## config.mk

```make
export PLATFORM = sky130hd
export DESIGN_NAME = tpo_tx_path_overhead
export DESIGN_NICKNAME = d
export VERILOG_FILES = /design/src/common/tpo_pkg.sv /design/src/hdl/tpo_tx_path_overhead.sv /design/src/hdl/tpo_shift_in.sv
export SDC_FILE = /design/constraint.sdc
export NUM_CORES = 1
export LEC_CHECK = 0
export ABC_AREA = 0
export CAP_MARGIN = 20
export CORE_UTILIZATION = 30
export DETAILED_ROUTE_END_ITERATION = 10
export DONT_BUFFER_PORTS = 1
export PLACE_DENSITY = 0.44
export SLEW_MARGIN = 10
export SYNTH_ARGS = -nofsm -noshare
export SYNTH_HDL_FRONTEND = slang
export SYNTH_SLANG_ARGS = --single-unit
```

## constraint.sdc

```tcl
create_clock -name clk_sys -period 4.2 [get_ports clk_sys]
set_clock_uncertainty 0.1 [all_clocks]
set_input_delay 0.42 -clock clk_sys [delete_from_list [all_inputs] [get_ports clk_sys]]
set_output_delay 0.42 -clock clk_sys [all_outputs]
set_load 0.03 [all_outputs]
```

## src/common/tpo_pkg.sv

```systemverilog
package tpo_pkg;

  // Register map.
  localparam logic [15:0] ADDR_PATH_CTL   = 16'h1983;
  localparam logic [15:0] ADDR_TRACE_VAL  = 16'h1993;
  localparam logic [15:0] ADDR_LABEL_VAL  = 16'h199f;
  localparam logic [15:0] ADDR_TRACE_CTL  = 16'h19bb;
  localparam logic [15:0] ADDR_TRACE_BUF  = 16'h1d00;
  localparam int          TRACE_BUF_DEPTH = 64;
  localparam int          TRACE_BUF_AW    = 6;

  // Field positions.
  localparam int CTL_LABEL_SRC_BIT = 2;
  localparam int TCTL_SRC_LSB      = 0;
  localparam int TCTL_LEN_LSB      = 2;

  // Reset values and writable masks.
  localparam logic [7:0] PATH_CTL_RESET   = 8'h00;
  localparam logic [7:0] TRACE_VAL_RESET  = 8'h00;
  localparam logic [7:0] LABEL_VAL_RESET  = 8'h00;
  localparam logic [7:0] TRACE_CTL_RESET  = 8'h00;
  localparam logic [7:0] PATH_CTL_RW_MASK = 8'hfd;
  localparam logic [7:0] TRACE_CTL_RW_MASK = 8'h0f;
  localparam logic [7:0] BYTE_ZERO        = 8'h00;

  // Trace message lengths in bytes.
  localparam int MSG_LEN_SHORT = 1;
  localparam int MSG_LEN_MID   = 16;
  localparam int MSG_LEN_LONG  = 64;

  // Serial port timing.
  localparam int CLK_PERIOD_NS     = 10;
  localparam int BIT_CLK_PERIOD_NS = 80;
  localparam int BIT_CLK_DIV       = BIT_CLK_PERIOD_NS / CLK_PERIOD_NS;
  localparam int J1_FIRST_POS      = 1;
  localparam int BYTE_BITS         = 8;
  localparam int J1_LAST_POS       = J1_FIRST_POS + BYTE_BITS - 1;
  localparam int C2_WAIT_PERIODS   = 16;
  localparam int C2_FIRST_POS      = J1_FIRST_POS + C2_WAIT_PERIODS;
  localparam int C2_LAST_POS       = C2_FIRST_POS + BYTE_BITS - 1;

  typedef enum logic [1:0] {
    TPO_SRC_ZERO,
    TPO_SRC_BUFFER,
    TPO_SRC_VALUE,
    TPO_SRC_SERIAL
  } tpo_trace_src_type;

endpackage

```

## src/hdl/tpo_tx_path_overhead.sv

```systemverilog
`timescale 1ns/1ps
module tpo_tx_path_overhead
  import tpo_pkg::*;
#(
  parameter int FRAME_BITS = 32,
  parameter int CLK_DIV    = BIT_CLK_DIV
) (
  input  wire logic        clk_sys,
  input  wire logic        reset_n,
  input  wire logic [15:0] reg_addr,
  input  wire logic        reg_write,
  input  wire logic        reg_read,
  input  wire logic [7:0]  reg_wdata,
  output logic      [7:0]  reg_rdata,
  output logic             overhead_bit_clock,
  output logic             overhead_slot_valid,
  output logic             overhead_frame_marker,
  output logic             overhead_insert_request,
  input  wire logic        overhead_serial_in,
  output logic             envelope_strobe,
  output logic      [7:0]  trace_byte_out,
  output logic      [7:0]  signal_label_out
);

  localparam int DW = $clog2(CLK_DIV);
  localparam int PW = $clog2(FRAME_BITS);
  localparam logic [DW-1:0] DIV_LAST = DW'(CLK_DIV - 1);
  localparam logic [DW-1:0] DIV_HALF = DW'(CLK_DIV / 2);
  localparam logic [PW-1:0] POS_LAST = PW'(FRAME_BITS - 1);

  generate
    if (FRAME_BITS <= C2_LAST_POS + 1 || CLK_DIV < 4 || (CLK_DIV % 2) != 0) begin : g_bad
      $error("tpo_tx_path_overhead: frame too short or bit clock divider unusable");
    end
  endgenerate

  ////////////////////////////////////////////////////////////////////////////////
  logic [7:0]          path_ctl_reg;
  logic [7:0]          trace_val_reg;
  logic [7:0]          label_val_reg;
  logic [7:0]          trace_ctl_reg;
  logic [7:0]          rdata_reg;
  logic [7:0]          trace_buf [TRACE_BUF_DEPTH];
  logic [DW-1:0]       div_reg;
  logic [PW-1:0]       pos_reg;
  logic                bclk_reg;
  logic                slot_reg;
  logic                marker_reg;
  logic                insert_reg;
  logic                rise_d1_reg;
  logic                rise_d2_reg;
  logic                cap_d_reg;
  logic                ser_s1_reg;
  logic                ser_s2_reg;
  logic [7:0]          j1_serial_reg;
  logic [7:0]          c2_serial_reg;
  logic [TRACE_BUF_AW-1:0] msg_idx_reg;
  logic                strobe_reg;
  logic [7:0]          trace_out_reg;
  logic [7:0]          label_out_reg;

  ////////////////////////////////////////////////////////////////////////////////
  tpo_trace_src_type   trace_src;
  logic                label_src_serial;
  logic [1:0]          msg_size;
  logic [6:0]          msg_len;
  logic [DW-1:0]       div_next;
  logic [PW-1:0]       pos_next;
  logic                rise_evt;
  logic                fall_evt;
  logic                env_evt;
  logic                cap_evt;
  logic                in_j1;
  logic                in_c2;
  logic [7:0]          shift_byte;
  logic [7:0]          buf_rd;
  logic [7:0]          j1_sel;
  logic [7:0]          c2_sel;
  logic [TRACE_BUF_AW-1:0] msg_idx_next;
  logic                hit_ctl;
  logic                hit_tval;
  logic                hit_lval;
  logic                hit_tctl;
  logic                hit_buf;
  logic [7:0]          rd_mux;

  assign trace_src        = tpo_trace_src_type'(trace_ctl_reg[TCTL_SRC_LSB +: 2]);
  assign label_src_serial = path_ctl_reg[CTL_LABEL_SRC_BIT];
  assign msg_size         = trace_ctl_reg[TCTL_LEN_LSB +: 2];
  assign msg_len = (msg_size == 2'h0) ? 7'(MSG_LEN_SHORT) :
                   (msg_size == 2'h1) ? 7'(MSG_LEN_MID) : 7'(MSG_LEN_LONG);

  // Bit clock is derived here, so the pin-side logic needs no second domain.
  assign rise_evt = (div_reg == DIV_LAST);
  assign fall_evt = (div_reg == DIV_HALF - DW'(1));
  assign div_next = rise_evt ? '0 : div_reg + DW'(1);
  assign pos_next = (pos_reg == POS_LAST) ? '0 : pos_reg + PW'(1);
  assign env_evt  = fall_evt && (pos_reg == POS_LAST);

  // Capture waits for the synchroniser, well before the next falling edge.
  assign cap_evt = rise_d2_reg;
  assign in_j1   = (pos_reg >= PW'(J1_FIRST_POS)) && (pos_reg <= PW'(J1_LAST_POS));
  assign in_c2   = (pos_reg >= PW'(C2_FIRST_POS)) && (pos_reg <= PW'(C2_LAST_POS));

  tpo_shift_in #(
    .WIDTH (BYTE_BITS)
  ) u_shift (
    .clk_sys  (clk_sys),
    .reset_n  (reset_n),
    .shift_en (cap_evt && (in_j1 || in_c2)),
    .bit_in   (ser_s2_reg),
    .data_out (shift_byte)
  );

  assign buf_rd = trace_buf[msg_idx_reg];
  assign j1_sel = (trace_src == TPO_SRC_ZERO)   ? BYTE_ZERO :
                  (trace_src == TPO_SRC_BUFFER) ? buf_rd :
                  (trace_src == TPO_SRC_VALUE)  ? trace_val_reg :
                                                  j1_serial_reg;
  assign c2_sel = label_src_serial ? c2_serial_reg : label_val_reg;
  assign msg_idx_next = (7'(msg_idx_reg) + 7'd1 >= msg_len) ? '0 :
                        msg_idx_reg + TRACE_BUF_AW'(1);

  ////////////////////////////////////////////////////////////////////////////////
  assign hit_ctl  = (reg_addr == ADDR_PATH_CTL);
  assign hit_tval = (reg_addr == ADDR_TRACE_VAL);
  assign hit_lval = (reg_addr == ADDR_LABEL_VAL);
  assign hit_tctl = (reg_addr == ADDR_TRACE_CTL);
  assign hit_buf  = (reg_addr[15:TRACE_BUF_AW] == ADDR_TRACE_BUF[15:TRACE_BUF_AW]);
  assign rd_mux = hit_ctl  ? (path_ctl_reg & PATH_CTL_RW_MASK) :
                  hit_tval ? trace_val_reg :
                  hit_lval ? label_val_reg :
                  hit_tctl ? (trace_ctl_reg & TRACE_CTL_RW_MASK) :
                  hit_buf  ? trace_buf[reg_addr[TRACE_BUF_AW-1:0]] : BYTE_ZERO;

  // The trace value has no defined reset content; it is cleared only for tidiness.
  always_ff @(posedge clk_sys or negedge reset_n) begin
    if (!reset_n) begin
      path_ctl_reg  <= PATH_CTL_RESET;
      trace_val_reg <= TRACE_VAL_RESET;
      label_val_reg <= LABEL_VAL_RESET;
      trace_ctl_reg <= TRACE_CTL_RESET;
      rdata_reg     <= BYTE_ZERO;
    end else begin
      if (reg_write && hit_ctl) begin
        path_ctl_reg <= reg_wdata & PATH_CTL_RW_MASK;
      end
      if (reg_write && hit_tval) begin
        trace_val_reg <= reg_wdata;
      end
      if (reg_write && hit_lval) begin
        label_val_reg <= reg_wdata;
      end
      if (reg_write && hit_tctl) begin
        trace_ctl_reg <= reg_wdata & TRACE_CTL_RW_MASK;
      end
      if (reg_read) begin
        rdata_reg <= rd_mux;
      end
    end
  end

  // Message storage holds data only, so it carries no reset.
  generate
    for (genvar i = 0; i < TRACE_BUF_DEPTH; i++) begin : g_buf
      always_ff @(posedge clk_sys) begin
        if (reg_write && hit_buf && reg_addr[TRACE_BUF_AW-1:0] == TRACE_BUF_AW'(i)) begin
          trace_buf[i] <= reg_wdata;
        end
      end
    end
  endgenerate

  ////////////////////////////////////////////////////////////////////////////////
  always_ff @(posedge clk_sys or negedge reset_n) begin
    if (!reset_n) begin
      div_reg     <= '0;
      bclk_reg    <= 1'b0;
      rise_d1_reg <= 1'b0;
      rise_d2_reg <= 1'b0;
      ser_s1_reg  <= 1'b0;
      ser_s2_reg  <= 1'b0;
      cap_d_reg   <= 1'b0;
    end else begin
      div_reg     <= div_next;
      bclk_reg    <= (div_next < DIV_HALF);
      rise_d1_reg <= rise_evt;
      rise_d2_reg <= rise_d1_reg;
      ser_s1_reg  <= overhead_serial_in;
      ser_s2_reg  <= ser_s1_reg;
      cap_d_reg   <= cap_evt;
    end
  end

  // Marker and slot-valid change on the falling edge so the far end sees them settled.
  always_ff @(posedge clk_sys or negedge reset_n) begin
    if (!reset_n) begin
      pos_reg    <= POS_LAST;
      slot_reg   <= 1'b0;
      marker_reg <= 1'b0;
      insert_reg <= 1'b0;
    end else begin
      insert_reg <= (trace_src == TPO_SRC_SERIAL) || label_src_serial;
      if (fall_evt) begin
        pos_reg    <= pos_next;
        marker_reg <= (pos_next == '0);
        slot_reg   <= (pos_next <= PW'(C2_LAST_POS));
      end
    end
  end

  always_ff @(posedge clk_sys or negedge reset_n) begin
    if (!reset_n) begin
      j1_serial_reg <= BYTE_ZERO;
      c2_serial_reg <= BYTE_ZERO;
      msg_idx_reg   <= '0;
      strobe_reg    <= 1'b0;
      trace_out_reg <= BYTE_ZERO;
      label_out_reg <= BYTE_ZERO;
    end else begin
      strobe_reg <= env_evt;
      if (cap_d_reg && pos_reg == PW'(J1_LAST_POS)) begin
        j1_serial_reg <= shift_byte;
      end
      if (cap_d_reg && pos_reg == PW'(C2_LAST_POS)) begin
        c2_serial_reg <= shift_byte;
      end
      if (env_evt) begin
        trace_out_reg <= j1_sel;
        label_out_reg <= c2_sel;
        msg_idx_reg   <= (trace_src == TPO_SRC_BUFFER) ? msg_idx_next : '0;
      end
    end
  end

  assign reg_rdata               = rdata_reg;
  assign overhead_bit_clock      = bclk_reg;
  assign overhead_slot_valid     = slot_reg;
  assign overhead_frame_marker   = marker_reg;
  assign overhead_insert_request = insert_reg;
  assign envelope_strobe         = strobe_reg;
  assign trace_byte_out          = trace_out_reg;
  assign signal_label_out        = label_out_reg;
endmodule

```

## src/hdl/tpo_shift_in.sv

```systemverilog
`timescale 1ns/1ps
module tpo_shift_in
  import tpo_pkg::*;
#(
  parameter int WIDTH = BYTE_BITS
) (
  input  wire logic             clk_sys,
  input  wire logic             reset_n,
  input  wire logic             shift_en,
  input  wire logic             bit_in,
  output logic      [WIDTH-1:0] data_out
);

  generate
    if (WIDTH < 2) begin : g_bad
      $error("tpo_shift_in: width must be at least two bits");
    end
  endgenerate

  logic [WIDTH-1:0] data_reg;
  logic [WIDTH-1:0] data_next;

  // Earlier bits move up, so the first bit ends as the most significant.
  assign data_next = shift_en ? {data_reg[WIDTH-2:0], bit_in} : data_reg;
  assign data_out  = data_reg;

  always_ff @(posedge clk_sys or negedge reset_n) begin
    if (!reset_n) begin
      data_reg <= '0;
    end else begin
      data_reg <= data_next;
    end
  end

endmodule

```

# Word-level counts from Yosys, hierarchy flattened
# Memory sizes are Yosys's and may differ from the RTL's.
# Cells that the tools add are included.
# word_totals
regBits,99
ram_bits,512
inputBits,29
output_inout_bits,29
word_cells,588
n_memories,1
# op_classes
addsub,4
n_lt_le_gt_ge,7
n_eq_ne,77
mux,332
n_reduce_logical,144
# mem_list
memory,depth,word_bits,rd,rd_clocked_by_memory_dff,write_ports,line,text
trace_buf,64,8,2,0,1,tpo_tx_path_overhead.sv:43,logic [7:0] trace_buf [TRACE_BUF_DEPTH];
# op_table
cell,count
8-bit 2-to-1 mux,72
8-bit OR reduction,63
6-bit 2-to-1 mux,65
"6-bit equality test, second input constant",32
1-bit 2-to-1 mux,191
"6-bit by 5-bit equality test with 1-bit output, second input constant",16
1-bit logical AND,75
"16-bit by 13-bit equality test with 1-bit output, second input constant",4
"6-bit by 4-bit equality test with 1-bit output, second input constant",8
"6-bit by 3-bit equality test with 1-bit output, second input constant",4
7-bit 2-to-1 mux,2
"6-bit by 2-bit equality test with 1-bit output, second input constant",2
"10-bit by 7-bit equality test with 1-bit output, second input constant",1
"5-bit equality test, second input constant",2
"5-bit <= comparator, second input constant",2
"6-bit by 1-bit adder with 7-bit output, second input constant",1
7-bit >= comparator,1
"6-bit by 1-bit adder with 6-bit output, second input constant",1
"6-bit by 1-bit equality test with 1-bit output, second input constant",1
6-bit zero test,1
"5-bit by 1-bit adder with 5-bit output, second input constant",1
"5-bit by 4-bit equality test with 1-bit output, second input constant",1
"5-bit by 1-bit >= comparator with 1-bit output, second input constant",1
"5-bit >= comparator, second input constant",1
12 further kinds,16

# Longest topological paths before layout
# depth
ltp_word,69
ltp_mapped,12
mapped_depth_nobuf,8

# By module
# Synthesis repeated with hierarchy kept, for this count alone.
# unflattened
cells_unflattened,1617
hier_area_um2,28582.4
# by_module_without_submodules
mod,n_inst,cells_each,area_each_um2,seq_area_each_um2
tpo_tx_path_overhead,1,1600,28250.8,17658.2
tpo_shift_in,1,17,331.6,200.2

# Least setup slack after synthesis
# Ideal clock, no wire load.
# synth_path
kind,register to register
start,reg msg_idx_reg[2]
end,reg msg_idx_reg[1]
t_arrival_ns,2.661
slack_ns,1.356
path_stages_with_launch,11
synth_period_minus_slack_ns,2.844
path_cell_list,dfrtp_1 > clkbuf_1 > clkbuf_1 > clkbuf_1 > nand3_1 > xnor2_1 > ha_1 > o21a_1 > o31a_1 > or2_2 > o21ai_0
# synth_between
elab_chain_len,4
# synth_rtl
element,line,text
from (decl),tpo_tx_path_overhead.sv:57,logic [TRACE_BUF_AW-1:0] msg_idx_reg;
from (signal assigned),tpo_tx_path_overhead.sv:231,msg_idx_reg <= (trace_src == TPO_SRC_BUFFER) ? msg_idx_next : '0;
6-bit by 1-bit adder with 7-bit output,tpo_tx_path_overhead.sv:121,assign msg_idx_next = (7'(msg_idx_reg) + 7'd1 >= msg_len) ? '0 :
7-bit >= comparator,tpo_tx_path_overhead.sv:121,
6-bit 2-to-1 mux,tpo_tx_path_overhead.sv:121,
6-bit 2-to-1 mux,tpo_tx_path_overhead.sv:231,
# Every way passes these cells.
# A chain may end at the register's enable or synchronous reset.

# Final worst setup path
# layout_path
start,reg msg_idx_reg[0]
end,"reg trace_out_reg[1], in the netlist trace_byte_out[1]"
# layout_between
elab_chain_len,3
# layout_rtl
element,line,text
memory 64 x 8 bit,-,
8-bit 2-to-1 mux,tpo_tx_path_overhead.sv:117,(trace_src == TPO_SRC_BUFFER) ? buf_rd :
8-bit 2-to-1 mux,tpo_tx_path_overhead.sv:116,assign j1_sel = (trace_src == TPO_SRC_ZERO) ? BYTE_ZERO :
to (signal assigned),tpo_tx_path_overhead.sv:229,trace_out_reg <= j1_sel;
to (decl),tpo_tx_path_overhead.sv:59,logic [7:0] trace_out_reg;
# Every way passes these cells.

==> metrics.cfg <==
[power_and_ir_drop]
switching_power_w = 0.002820
seqPwrFrac_pct = 50.0
pwr-share-clk_pct = 46.5
p_sw_share_pct = 21.40
comb_power_share_pct = 3.5
vdd_ir_drop_max_v = 0.0002443
p_leak_nw = 10.59
p_int_w = 0.01035
power_density_nw_per_um2 = 402.6

[setup_path]
critical_path_class = reg -> reg
cp_max_fo = 53
end_kind = register
required_ns = 4.55
cp.arrival_ns = 4.01
start_kind = register

[final_layout]
drive_gt1_share_pct = 32.67
regMostFlops = trace_buf
nets = 1684
syn_to_final_growth_pct = 15.65
fillers = 8763
mostFrequentLayoutCell = edfxtp_1
layout.cells.non_filler = 2954
final_cell_mix = edfxtp_1 (512), mux4_2 (264), buf_4 (96)
largest_register_ffs = 512

[synthesis]
syn_nets = 1605
seq_area_frac_synth_pct = 63.12
synth.distinct_cells = 62
yosys_warnings = 0
synth_seq_cells = 611
synth_area_sq_um = 28290
avgSynthCellArea_sq_um = 18.08
syn_inst = 1565
ys.flop_type = edfxtp_1
synth_edf_count = 512
async_flop_share_pct = 16.20

[floorplanning]
die_area_sq_um = 95540
die_x_microns = 309.1
initial_core_util_pct = 30.32
io_pins = 58
coreArea_sq_um = 93330
num_rows = 112
die_h_microns = 309.1

[worst_hold_path]
hp-class = in -> reg

[timing]
fin_crit_sh_pct = 87.00
min_period_ns = 3.654
finalHoldViolations = 0
rsz0062_at_grt = false
timing.slew.headroom_pct = 23.22
tightest_slew_ns = 1.141
setup_viol = 0
slew_violations = 0
setup_total_negative_slack_ns = 0
max_freq_mhz = 273.7

[global_routing]
overflow = 0
antenna_found_initial = 2
grt_max_degree = 152
grt_pass1_wl_microns = 130600
grt_pass1_vias = 16780
grt_usage_pct = 19.39

[clock_network]
cts_setup_buffers = 0
tritoncts = done
cts_num_sinks = 611
clk_pin_slew_ns = 0.06
ctsHoldBuffers = 13
cts_resized = 0
cts-buffers-inserted = 72
htree_num_levels = 3
clk_latency_ns = 0.61
cts_buffer_depth = 3
clock-root-buffer = clkbuf_16

[drt]
post-route-drc-count = 0
met1_length_microns = 39890
wl_met3_microns = 6535
wl_microns = 91330
antenna_left = 0
highest-signal-layer = met4
route.vias.total = 16360
wl_per_cell_microns = 30.92
dr.pass1.iters = 7
met2WireLength_microns = 43200
drt_iter0_markers = 1757
via_per_inst = 5.540

[place]
portBuffers = 0
post-dp-hpwl_microns = 58760
place.gp.congestion = 0.8217
placed_cells = 2811

[flow_run]
cap_violations = 0

[status]
status = completed

power groups by stage:
stage          combinational (W)  sequential, W  clock (W)
2_1_floorplan           0.000271        0.00671          0
4_1_cts                 0.000463        0.00658    0.00627
6_report                0.000461        0.00658    0.00613
5_1_grt                 0.000487        0.00658    0.00651
3_5_place_dp            0.000313        0.00670          0
3_3_place_gp            0.000316        0.00670          0
worst max-delay path, cell delays in order, from the launching register on:
cell      delay (ns)
dfrtp_4         0.67
buf_12          0.41
buf_4           0.30
mux4_2          0.52
mux4_2          0.59
a211oi_1        0.67
a21oi_1         0.16
path summary, 6_finish.rpt:
path | from | end | slack, ns | cells after the start
setup / recovery | msg_idx_reg[0] | trace_byte_out[1] | 0.55 | 6
hold / removal | reg_write | trace_ctl_reg[3] | 0.05 | 2
setup reg to reg | msg_idx_reg[0] | trace_byte_out[1] | 0.55 | 6
hold reg to reg | ser_s1_reg | ser_s2_reg | 0.26 | 0
max in group asynchronous | reset_n | pos_reg[2] | 3.19 | 2
min in group asynchronous | reset_n | trace_byte_out[5] | 0.38 | 2
through the flow:
step                      hold WS (ns)  area (sq um)  power [W]  utilization, %  worst slack, ns
after floorplan                0.02441         28290   0.006978               -            1.356
after global placement         0.02663         30150   0.007020           32.30           0.4007
after detailed placement       0.02674         30150   0.007018           32.30           0.4841
after CTS                      0.01280         32720    0.01332           35.06           0.4572
after global routing           0.03447         32720    0.01358           35.06           0.3885
final                          0.05206         32720    0.01317           35.06           0.5460
cell families (layout without fill, tap and decap cells):
kind of cell | Yosys count | in the layout | share of synthesized area, %
compound gates | 204 | 204 | 4.842
xor+xnor | 3 | 3 | 0.09288
fa+ha+maj | 11 | 11 | 0.4864
buf+inv | 116 | 250 | 2.017
flops | 611 | 611 | 63.12
mux | 376 | 376 | 25.22
other cells | 0 | 1 | 0
simple gates | 244 | 244 | 4.219
metal layers:
metal | up-vias | global-route usage, %
met5 | - | 0
met4 | 0 | 4.605
met3 | 105 | 3.460
met2 | 690 | 30.68
met1 | 8872 | 27.63
li1 | 6697 | -
layout make-up:
| type | instances | area [sq um] | area share (%) |
|---|---|---|---|
| well taps | 1254 | 1569 | 4.795 |
| inverters | 8 | 30.03 | 0.09177 |
| clock buffers | 92 | 1949 | 5.957 |
| clock inverters | 37 | 336.6 | 1.029 |
| flip-flops and latches | 611 | 17870 | 54.61 |
| multi-input cells | 838 | 9878 | 30.19 |
| diodes | 1 | 2.502 | 0.007647 |
| repair buffers | 113 | 1089 | 3.327 |
synthesized netlist by cell type, types with 5 or more instances:
| cell type | count | share of area [%] |
|---|---|---|
| a31oi_1 | 7 | 0.15 |
| nand2_1 | 52 | 0.69 |
| buf_6 | 8 | 0.32 |
| edfxtp_1 | 512 | 54 |
| nand3b_1 | 6 | 0.16 |
| nor2b_1 | 19 | 0.42 |
| clkbuf_1 | 51 | 0.68 |
| mux4_2 | 264 | 21 |
| mux2_2 | 52 | 2.1 |
| mux2i_1 | 56 | 2.0 |
| nand3_1 | 22 | 0.39 |
| a22oi_1 | 48 | 1.3 |
| dfstp_2 | 5 | 0.46 |
| o22ai_1 | 6 | 0.13 |
| a22o_1 | 17 | 0.53 |
| o21ai_0 | 29 | 0.51 |
| buf_1 | 11 | 0.15 |
| nand2b_1 | 7 | 0.15 |
| a21oi_1 | 49 | 0.87 |
| dfrtp_1 | 94 | 8.3 |
| ha_1 | 11 | 0.49 |
| inv_1 | 8 | 0.11 |
| o21ai_1 | 7 | 0.12 |
| and2_1 | 5 | 0.11 |
| nor3_1 | 16 | 0.28 |
| buf_2 | 30 | 0.53 |
| nor2_1 | 90 | 1.2 |
| a221oi_1 | 11 | 0.34 |
| buf_4 | 7 | 0.19 |
Power figures use the tool's default switching activity.
